**src/include/hwd_pkg.sv**
```systemverilog
/*
 * Package for the host watchdog command unit: bus offsets, field
 * positions, reset values, ASCII codes and timing counts.
 * Assumes a 40 MHz clock and a byte stream parsed one char at a time.
 */
package hwd_pkg;
    // Clock and timebase
    localparam int          CLK_HZ        = 40_000_000;
    localparam int          TICK_MS       = 100;
    localparam int          TICK_CYCLES   = CLK_HZ / 1000 * TICK_MS;
    // Register offsets (byte addresses)
    localparam logic [3:0]  OFS_CTRL      = 4'h0;
    localparam logic [3:0]  OFS_STATUS    = 4'h4;
    localparam logic [3:0]  OFS_IRQ       = 4'h8;
    localparam logic [3:0]  OFS_MASK      = 4'hc;
    // Control register fields
    localparam int          CTRL_ADDR_LSB = 0;
    localparam int          CTRL_LEAD_LSB = 8;
    localparam logic [7:0]  ADDR_RESET    = 8'h00;
    localparam logic [7:0]  LEAD_RESET    = 8'h7e;
    // Status bits of the two-character status
    localparam int          ST_FAIL       = 1;
    localparam int          ST_ENABLED    = 2;
    localparam int          ST_HOSTFAIL   = 3;
    // Interrupt event bits
    localparam int          EV_EXPIRE     = 0;
    localparam int          EV_SET        = 1;
    localparam int          EV_BAD        = 2;
    localparam int          EV_WIDTH      = 3;
    // Watchdog reset values
    localparam logic [7:0]  TIMEOUT_RESET = 8'h01;
    localparam logic [7:0]  SAFE_RESET    = 8'h00;
    // ASCII codes
    localparam logic [7:0]  CH_CR         = 8'h0d;
    localparam logic [7:0]  CH_BANG       = 8'h21;
    localparam logic [7:0]  CH_QUERY      = 8'h3f;
    localparam logic [7:0]  CH_STAR       = 8'h2a;
    localparam logic [7:0]  CH_ZERO       = 8'h30;
    localparam logic [7:0]  CH_ONE        = 8'h31;
    localparam logic [7:0]  CH_SET        = 8'h32;
    localparam logic [7:0]  CH_READ       = 8'h33;
    // Receive buffer length: address, code and up to five data chars
    localparam int          RX_MAX        = 8;
    localparam int          TX_MAX        = 9;  // Read answer plus its CR
endpackage : hwd_pkg

```
**src/core/hwd_tick.sv**
```systemverilog
/*
 * Divider giving a one-cycle enable every 100 ms of the module clock.
 * Assumes the synchronous active-high reset of the main clock.
 */
`timescale 1ns/10ps
module hwd_tick (
    input  wire logic clk,
    input  wire logic reset,
    output logic      tick
);
    import hwd_pkg::*;

    typedef struct packed {
        logic [21:0] count;
        logic        tick;
    } hwd_tick_t;

    hwd_tick_t state_reg;
    hwd_tick_t state_next;

    // Count down to zero, pulse and reload
    always_comb begin
        state_next      = state_reg;
        state_next.tick = 1'b0;
        if (state_reg.count == 22'h0) begin
            state_next.count = 22'(TICK_CYCLES - 1);
            state_next.tick  = 1'b1;
        end else begin
            state_next.count = state_reg.count - 22'h1;
        end
    end

    always_ff @(posedge clk) begin
        if (reset) begin
            state_reg <= '0;
        end else begin
            state_reg <= state_next;
        end
    end

    assign tick = state_reg.tick;
endmodule : hwd_tick

```
**src/core/hwd_core.sv**
```systemverilog
/*
 * Host watchdog command unit: parses ASCII commands from the serial
 * receiver, keeps watchdog enable, timeout and safe pattern, answers
 * reads, and forces the digital outputs on expiry.
 * Assumes a UART outside: rx bytes arrive as one-cycle strobes, tx
 * bytes leave with a valid/ready handshake. Registers over Wishbone.
 */
// Local design decisions: the register addresses and the Wishbone register port.
// Functional notes
// - Set command: lead, addr, 2, flag, timeout, safe, CR
// - Flag 0 disables, 1 enables watchdog
// - Timeout hex 01..FF, units of 100 ms
// - Expiry forces outputs to safe pattern
// - Safe field: two hex chars, eight outputs
// - Own address only, except keep-alive
// - Read 3 replies flag, timeout, 00; bad gets ?
// - Keep-alive lead, two stars, CR; never answered
// - Status bits: 1 fail, 2 enabled, 3 host fail
`timescale 1ns/10ps
module hwd_core (
    input  wire logic        clk,
    input  wire logic        reset,
    input  wire logic [3:0]  wb_adr_i,
    input  wire logic [31:0] wb_dat_i,
    output logic      [31:0] wb_dat_o,
    input  wire logic        wb_we_i,
    input  wire logic [3:0]  wb_sel_i,
    input  wire logic        wb_cyc_i,
    input  wire logic        wb_stb_i,
    output logic             wb_ack_o,
    input  wire logic [7:0]  rx_data,
    input  wire logic        rx_valid,
    output logic      [7:0]  tx_data,
    output logic             tx_valid,
    input  wire logic        tx_ready,
    input  wire logic [7:0]  dout_normal,
    output logic      [7:0]  dout,
    output logic             host_fail,
    output logic             irq
);
    import hwd_pkg::*;

    typedef enum logic [1:0] {
        PS_IDLE,
        PS_COLLECT,
        PS_SKIP
    } hwd_parse_t;

    typedef struct packed {
        hwd_parse_t                parse;
        logic [RX_MAX-1:0][7:0]    rx_buf;
        logic [3:0]                rx_len;
        logic [TX_MAX-1:0][7:0]    tx_buf;
        logic [3:0]                tx_len;
        logic [3:0]                tx_idx;
        logic                      wd_enable;
        logic [7:0]                timeout;
        logic [7:0]                safe_output_pattern;
        logic [7:0]                countdown;
        logic                      host_failed;
        logic                      wd_failed;
        logic [7:0]                module_addr;
        logic [7:0]                lead_char;
        logic [EV_WIDTH-1:0]       irq_status;
        logic [EV_WIDTH-1:0]       irq_mask;
        logic [31:0]               rdata;
        logic                      ack;
    } hwd_core_t;

    hwd_core_t state_reg;
    hwd_core_t state_next;
    logic      tick;

    // Hex character to nibble; valid flag in bit 4
    function automatic logic [4:0] hex_val(input logic [7:0] c);
        if (c >= 8'h30 && c <= 8'h39) begin
            hex_val = {1'b1, 4'(c - 8'h30)};
        end else if (c >= 8'h41 && c <= 8'h46) begin
            hex_val = {1'b1, 4'(c - 8'h37)};
        end else if (c >= 8'h61 && c <= 8'h66) begin
            hex_val = {1'b1, 4'(c - 8'h57)};
        end else begin
            hex_val = 5'h00;
        end
    endfunction : hex_val

    // Nibble to upper-case hex character
    function automatic logic [7:0] hex_chr(input logic [3:0] n);
        hex_chr = (n < 4'ha) ? 8'h30 + {4'h0, n} : 8'h37 + {4'h0, n};
    endfunction : hex_chr

    hwd_tick u_tick (
        .clk   (clk),
        .reset (reset),
        .tick  (tick)
    );

    logic [4:0]  h0;
    logic [4:0]  h1;
    logic [4:0]  h2;
    logic [4:0]  h3;
    logic [4:0]  h4;
    logic [4:0]  h5;
    logic [7:0]  new_to;
    logic [7:0]  new_safe;
    logic        bus_req;
    logic [31:0] ctrl_word;
    logic [31:0] status_word;
    logic [EV_WIDTH-1:0] ev_set;

    // Hex decode of the buffered address characters and of the four data chars after the flag
    assign h0        = hex_val(state_reg.rx_buf[0]);
    assign h1        = hex_val(state_reg.rx_buf[1]);
    assign h2        = hex_val(state_reg.rx_buf[4]);
    assign h3        = hex_val(state_reg.rx_buf[5]);
    assign h4        = hex_val(state_reg.rx_buf[6]);
    assign h5        = hex_val(state_reg.rx_buf[7]);
    assign new_to    = {h2[3:0], h3[3:0]};
    assign new_safe  = {h4[3:0], h5[3:0]};
    assign bus_req   = wb_cyc_i && wb_stb_i && !state_reg.ack;
    assign ctrl_word = {16'h0000, state_reg.lead_char,
                        state_reg.module_addr};

    // Two-character status as seen by software
    always_comb begin
        status_word              = 32'h0000_0000;
        status_word[ST_FAIL]     = state_reg.wd_failed;
        status_word[ST_ENABLED]  = state_reg.wd_enable;
        status_word[ST_HOSTFAIL] = state_reg.host_failed;
    end

    // Parser, watchdog, reply builder and bus slave
    always_comb begin
        state_next     = state_reg;
        ev_set         = '0;
        state_next.ack = 1'b0;

        // Transmit drain: one byte per accepted handshake
        if (state_reg.tx_idx < state_reg.tx_len && tx_ready) begin
            state_next.tx_idx = state_reg.tx_idx + 4'h1;
        end

        // Watchdog countdown on the 100 ms enable
        if (state_reg.wd_enable && tick && !state_reg.host_failed) begin
            if (state_reg.countdown <= 8'h01) begin
                state_next.countdown   = 8'h00;
                state_next.host_failed = 1'b1;
                state_next.wd_failed   = 1'b1;
                ev_set[EV_EXPIRE]      = 1'b1;
            end else begin
                state_next.countdown = state_reg.countdown - 8'h01;
            end
        end

        // Character parser
        if (rx_valid) begin
            unique case (state_reg.parse)
                PS_IDLE: begin
                    if (rx_data == state_reg.lead_char) begin
                        state_next.parse  = PS_COLLECT;
                        state_next.rx_len = 4'h0;
                    end
                end
                PS_COLLECT: begin
                    if (rx_data == CH_CR) begin
                        state_next.parse = PS_IDLE;
                        // Keep-alive: broadcast, silent
                        if (state_reg.rx_len == 4'h2 &&
                            state_reg.rx_buf[0] == CH_STAR &&
                            state_reg.rx_buf[1] == CH_STAR) begin
                            state_next.countdown = state_reg.timeout;
                        end else if (state_reg.rx_len >= 4'h2 && h0[4] &&
                                     h1[4] && {h0[3:0], h1[3:0]} ==
                                     state_reg.module_addr) begin
                            state_next.tx_idx    = 4'h0;
                            state_next.tx_buf[1] = hex_chr(
                                state_reg.module_addr[7:4]);
                            state_next.tx_buf[2] = hex_chr(
                                state_reg.module_addr[3:0]);
                            if (state_reg.rx_len == 4'h8 &&
                                state_reg.rx_buf[2] == CH_SET &&
                                (state_reg.rx_buf[3] == CH_ZERO ||
                                 state_reg.rx_buf[3] == CH_ONE) &&
                                h2[4] && h3[4] && h4[4] && h5[4] &&
                                new_to != 8'h00) begin
                                state_next.wd_enable =
                                    state_reg.rx_buf[3] == CH_ONE;
                                state_next.timeout   = new_to;
                                state_next.safe_output_pattern =
                                    new_safe;
                                state_next.countdown = new_to;
                                state_next.host_failed = 1'b0;
                                state_next.tx_buf[0] = CH_BANG;
                                state_next.tx_buf[3] = CH_CR;
                                state_next.tx_len    = 4'h4;
                                ev_set[EV_SET]       = 1'b1;
                            end else if (state_reg.rx_len == 4'h3 &&
                                state_reg.rx_buf[2] == CH_READ) begin
                                state_next.tx_buf[0] = CH_BANG;
                                state_next.tx_buf[3] = state_reg.wd_enable
                                    ? CH_ONE : CH_ZERO;
                                state_next.tx_buf[4] = hex_chr(
                                    state_reg.timeout[7:4]);
                                state_next.tx_buf[5] = hex_chr(
                                    state_reg.timeout[3:0]);
                                state_next.tx_buf[6] = CH_ZERO;
                                state_next.tx_buf[7] = CH_ZERO;
                                state_next.tx_buf[8] = CH_CR;
                                state_next.tx_len    = 4'h9;
                            end else begin
                                state_next.tx_buf[0] = CH_QUERY;
                                state_next.tx_buf[3] = CH_CR;
                                state_next.tx_len    = 4'h4;
                                ev_set[EV_BAD]       = 1'b1;
                            end
                        end
                    end else if (state_reg.rx_len == 4'(RX_MAX)) begin
                        state_next.parse = PS_SKIP;  // Overlong, drop
                    end else begin
                        state_next.rx_buf[state_reg.rx_len[2:0]] = rx_data;
                        state_next.rx_len = state_reg.rx_len + 4'h1;
                    end
                end
                PS_SKIP: begin
                    if (rx_data == CH_CR) begin
                        state_next.parse = PS_IDLE;
                    end
                end
                default: state_next.parse = PS_IDLE;
            endcase
        end

        // Bus slave: single-cycle answer, ack dropped the cycle after
        if (bus_req) begin
            state_next.ack = 1'b1;
            unique case (wb_adr_i)
                OFS_CTRL:   state_next.rdata = ctrl_word;
                OFS_STATUS: state_next.rdata = status_word;
                OFS_IRQ:    state_next.rdata = {29'h0, state_reg.irq_status};
                OFS_MASK:   state_next.rdata = {29'h0, state_reg.irq_mask};
                default:    state_next.rdata = 32'h0000_0000;
            endcase
            if (wb_we_i) begin
                if (wb_adr_i == OFS_CTRL && wb_sel_i[0]) begin
                    state_next.module_addr = wb_dat_i[CTRL_ADDR_LSB +: 8];
                end
                if (wb_adr_i == OFS_CTRL && wb_sel_i[1]) begin
                    state_next.lead_char = wb_dat_i[CTRL_LEAD_LSB +: 8];
                end
                if (wb_adr_i == OFS_STATUS && wb_sel_i[0] &&
                    wb_dat_i[ST_FAIL] && !ev_set[EV_EXPIRE]) begin
                    // Expiry in the same cycle wins over the clear
                    state_next.wd_failed = 1'b0;  // Write one to clear
                end
                if (wb_adr_i == OFS_MASK && wb_sel_i[0]) begin
                    state_next.irq_mask = wb_dat_i[EV_WIDTH-1:0];
                end
            end else if (wb_adr_i == OFS_IRQ) begin
                state_next.irq_status = '0;       // Read clears
            end
        end
        // New events win over the read clear
        state_next.irq_status = state_next.irq_status | ev_set;
    end

    always_ff @(posedge clk) begin
        if (reset) begin
            state_reg                     <= '0;
            state_reg.parse               <= PS_IDLE;
            state_reg.timeout             <= TIMEOUT_RESET;
            state_reg.safe_output_pattern <= SAFE_RESET;
            state_reg.module_addr         <= ADDR_RESET;
            state_reg.lead_char           <= LEAD_RESET;
        end else begin
            state_reg <= state_next;
        end
    end

    // Outputs: forced pattern while the host has failed
    assign dout      = state_reg.host_failed ? state_reg.safe_output_pattern
                                             : dout_normal;
    assign host_fail = state_reg.host_failed;
    assign tx_valid  = state_reg.tx_idx < state_reg.tx_len;
    assign tx_data   = tx_valid ? state_reg.tx_buf[state_reg.tx_idx] : 8'h00;
    assign wb_dat_o  = state_reg.rdata;
    assign wb_ack_o  = state_reg.ack;
    assign irq       = |(state_reg.irq_status & state_reg.irq_mask);
endmodule : hwd_core

```
**config.mk**
```make
export PLATFORM = sky130hd
export DESIGN_NAME = hwd_core
export DESIGN_NICKNAME = d
export VERILOG_FILES = /design/src/include/hwd_pkg.sv /design/src/core/hwd_tick.sv /design/src/core/hwd_core.sv
export SDC_FILE = /design/constraint.sdc
export NUM_CORES = 1
export LEC_CHECK = 0
export BUFFER_PORTS_ARGS = -buffer_cell sky130_fd_sc_hd__buf_4
export CAP_MARGIN = 40
export CORE_MARGIN = 8
export CORE_UTILIZATION = 50
export CTS_CLUSTER_SIZE = 28
export DETAILED_ROUTE_END_ITERATION = 10
export PLACE_DENSITY_LB_ADDON = 0.2
export SLEW_MARGIN = 20
export SYNTH_ARGS = -nofsm -noshare
export SYNTH_HDL_FRONTEND = slang
export SYNTH_HIERARCHICAL = 1
export SYNTH_SLANG_ARGS = --single-unit
```
**constraint.sdc**
```tcl
create_clock -name clk -period 3.4 [get_ports clk]
set_input_delay 0.51 -clock clk [delete_from_list [all_inputs] [get_ports clk]]
set_output_delay 0.51 -clock clk [all_outputs]
set_load 0.01 [all_outputs]
```
==> summary.md <==
| Metric | Value |
|---|---|
| Vias in the first global route | 7738 |
| Setup TNS | 0 ns |
| Leak Pwr | 4.41 nW |
| Grt total ovfl | 0 |
| Crit-path leading delay family | simple AND/OR/NAND/NOR gates |
| Async set or reset register ratio after synthesis | 0% |
| Vias/cell | 5.57 |
| Die W | 160 µm |
| Buffers & Inverters on Critical Path | 2 |
| Die Area | 25700 µm² |
| Finished Core Util | 56.4% |
| I/O Buffers | 79 |
| Tightest Pin Transition | about 0.9 ns |
| Drt wl/cell | 16.0 µm |
| Logic pwr share | around 15% |
| Starting Density | 50.2% |
| CP cell instances | inv_1, ha_1, o21bai_1, a21boi_1, or4_1, a22oi_2, nand2_2, nor4_4, buf_4, nor2_1, a2111oi_1 |
| GP Congestion | around 0.86 |
| RSZ-0062 raised after global routing | no |
| Post-Place Cells | 1489 |
| Switch Pwr | 1.73 mW |
| Clock Tree Root | clkbuf_16 |
| Layout Area Growth over Synthesis | 12.3% |
| Synthesized flop and latch total | 197 |
| CTS HTree Levels | 4 |
| Cell Area, Synth | 10400 µm² |
| ANT cells | 0 |
| Post-route minimum period | ~3.2 ns |
| Die Height | 160 µm |
| Worst-path clk slew | 0.09 ns |
| WS Path Type | flop to flop |
| Crit-path max FO | 7 |
| CP required | 3.72 ns |
| Share of layout cells above drive strength 1 | between 10 and 15% |
| TritonCTS Sinks | 197 |
| Startpoint Class | flop |
| Ys Warns | 6 |
| Slew Limit Fails | 0 |
| Pint | about 3.8 mW |
| Max reg flops | 140 |
| Mapped Cells | 1200 |
| CTS Buffer Depth | 2 |
| Total GRT Usage | 18.7% |
| Skew-Pair Late Insertion Delay | around 0.45 ns |
| Largest net degree at the start of global routing | 182 |
| Post-synth EDFFs | 0 |
| Period Utilization, post-route | between 90% and 100% |
| Non-filler instance count after layout | 1521 |
| Post-route ant nets | 0 |
| Outcome | complete, no violations |
| Synth unique cells | 84 |
| Post-CTS Repair Setup Buffers | 0 |
| Vias | 8465 |
| First-pass GRT wire length | approximately 40 mm |
| Hold Crit Class | primary input to flop |
| Post-synth top flop | dfxtp_1 |
| Initial DRC count | about 670 |
| Clock network fraction of total power | between 30% and 40% |
| Max_slew headroom | about two fifths |
| Post-synthesis sequential area ratio | a little under two fifths |
| Num CTS Buffers | 17 |
| WL final | 24.4 mm |
| Pre-antenna DRT Iters | 5 |
| CTS tree | yes |
| Slowest CP cell | or4_1 |
| Pwr dens | approximately 480 nW/µm² |
| Final hold viol count | 0 |
| Fmax | 317 MHz |
| Initial antenna violation count | 0 |
| Critical Path Sink Type | flop |
| Switch share | 31.1% |
| Num rows | 53 |
| Core footprint | roughly 21000 µm² |
| Flop pwr share | 46.4% |
| Max-cap violation count | 0 |
| Final Setup Violations | 0 |
| Peak supply drop | 0.000339 V |
| # IOs | 115 |
| Remaining DRCs | 0 |
| Mean Syn Cell Area | 8.68 µm² |
| DPL Wire Length | 16.9 mm |
| Critical Path AT | 3.48 ns |
| Layout filler cell count | approximately 1900 |
| Max stage delay on crit path | between 0.5 and 0.6 ns |
| Fin Clk Skew | roughly 0.018 ns |
| Nets | 1330 |
==> logic make-up (layout without fill, tap and decap cells) <==
family                     after synthesis  after routing  share of synthesized area (%)
xor gates and xnor gates                37             37                           3.11
DFF                                    197            197                           37.9
and+or+nand+nor                        434            434                           21.3
buffers and inverters                  141            171                           6.56
muxes                                  119            119                           12.4
adders and majority gates               34             34                           4.08
other                                    1             17                         0.0360
AOI/OAI and AO/OA                      237            237                           14.6
==> placed cells by master (no fill, tap or decap), types with 14 or more instances in the layout <==
master       n
clkbuf_16   17
conb_1      17
buf_4       95
nor2_1     166
nand3_1     35
xor2_1      22
mux2_2      14
inv_1       40
xnor2_1     15
a211oi_1    17
o21ai_0     51
mux2i_1     98
nand2b_1    15
a21oi_1     79
dfxtp_1    196
a22oi_1     17
nand4_1     14
nor3_1      25
nand2_1     77
ha_1        34
==> per-layer routing <==
metal / global-route usage (%) / vias to the layer above / wire length (µm)
met3: 3.22 / 18 / 1030
met4: 4.80 / 0 / 198
met5: 0 / - / 0
met1: 26.3 / 3967 / 11900
li1: - / 4296 / -
met2: 29.2 / 184 / 11300
==> per-stage QoR <==
step | power, mW | area (µm²) | hold slack [ns] | worst slack (ns)
global placement | 3.43 | 11000 | 0.445 | 0.304
global route | 5.82 | 11700 | 0.268 | 0.0221
detailed placement | 3.45 | 11000 | 0.453 | 0.266
CTS | 5.61 | 11700 | 0.252 | 0.246
floorplan | 3.26 | 10500 | 0.435 | 0.639
finish | 5.56 | 11700 | 0.273 | 0.247
==> worst paths after layout <==
kind              cells after the start  slack [ns]                        start                     endpoint
setup reg to reg                     11        0.25  state_reg[175]$_SDFFE_PP0P_     state_reg[62]$_SDFF_PP0_
hold reg to reg                       2        0.46  state_reg[123]$_SDFFE_PP0P_  state_reg[123]$_SDFFE_PP0P_
hold / removal                        3        0.27                  wb_dat_i[9]    ctrl_word[9]$_SDFFE_PP1P_
setup / recovery                     11        0.25  state_reg[175]$_SDFFE_PP0P_     state_reg[62]$_SDFF_PP0_
==> worst register-to-register path, delay by kind of cell, from the launching register on <==
| kind | cells | cell delay (ns) |
|---|---|---|
| compound gates | 4 | 0.84 |
| fa+ha+maj | 1 | 0.21 |
| buf+inv | 2 | 0.36 |
| flops | 1 | 0.46 |
| simple gates | 4 | 1.18 |
==> what timing repair did <==
item / 4_1_cts / 5_1_grt
endpoints found under the setup margin: 0 / 10
hold endpoints to repair: 0 / 0
resized for setup: 0 / 3
hold buffers: 0 / 0
==> power by group through the flow <==
stage          Clock (mW)  Sequential [mW]  Combinational (mW)
2_1_floorplan           0             2.60               0.664
3_3_place_gp            0             2.62               0.809
3_5_place_dp            0             2.63               0.824
4_1_cts              2.21             2.58               0.826
5_1_grt              2.30             2.60               0.923
6_report             2.15             2.58               0.824
==> final cells by class <==
| class | count | area (µm²) | area share [%] |
|---|---|---|---|
| clock buffer | 17 | 425 | 3.64 |
| clock inverter | 15 | 221 | 1.89 |
| inverter | 41 | 154 | 1.32 |
| multi-input combinational | 878 | 5850 | 50.0 |
| sequential | 197 | 3950 | 33.7 |
| tap | 275 | 344 | 2.94 |
| timing repair buffer | 98 | 756 | 6.46 |
==> cells in the mapped netlist, types with 22 or more instances <==
master,instances,area (µm²)
nor2_1,166,623
clkbuf_1,54,203
inv_1,40,150
mux2i_1,98,981
nand2_1,77,289
o21ai_0,51,255
nand3_1,36,180
buf_4,36,270
dfxtp_1,197,3940
xor2_1,22,193
ha_1,34,425
a21oi_1,79,395
nor3_1,25,125
Note: power is estimated with default switching activity, not from simulation.
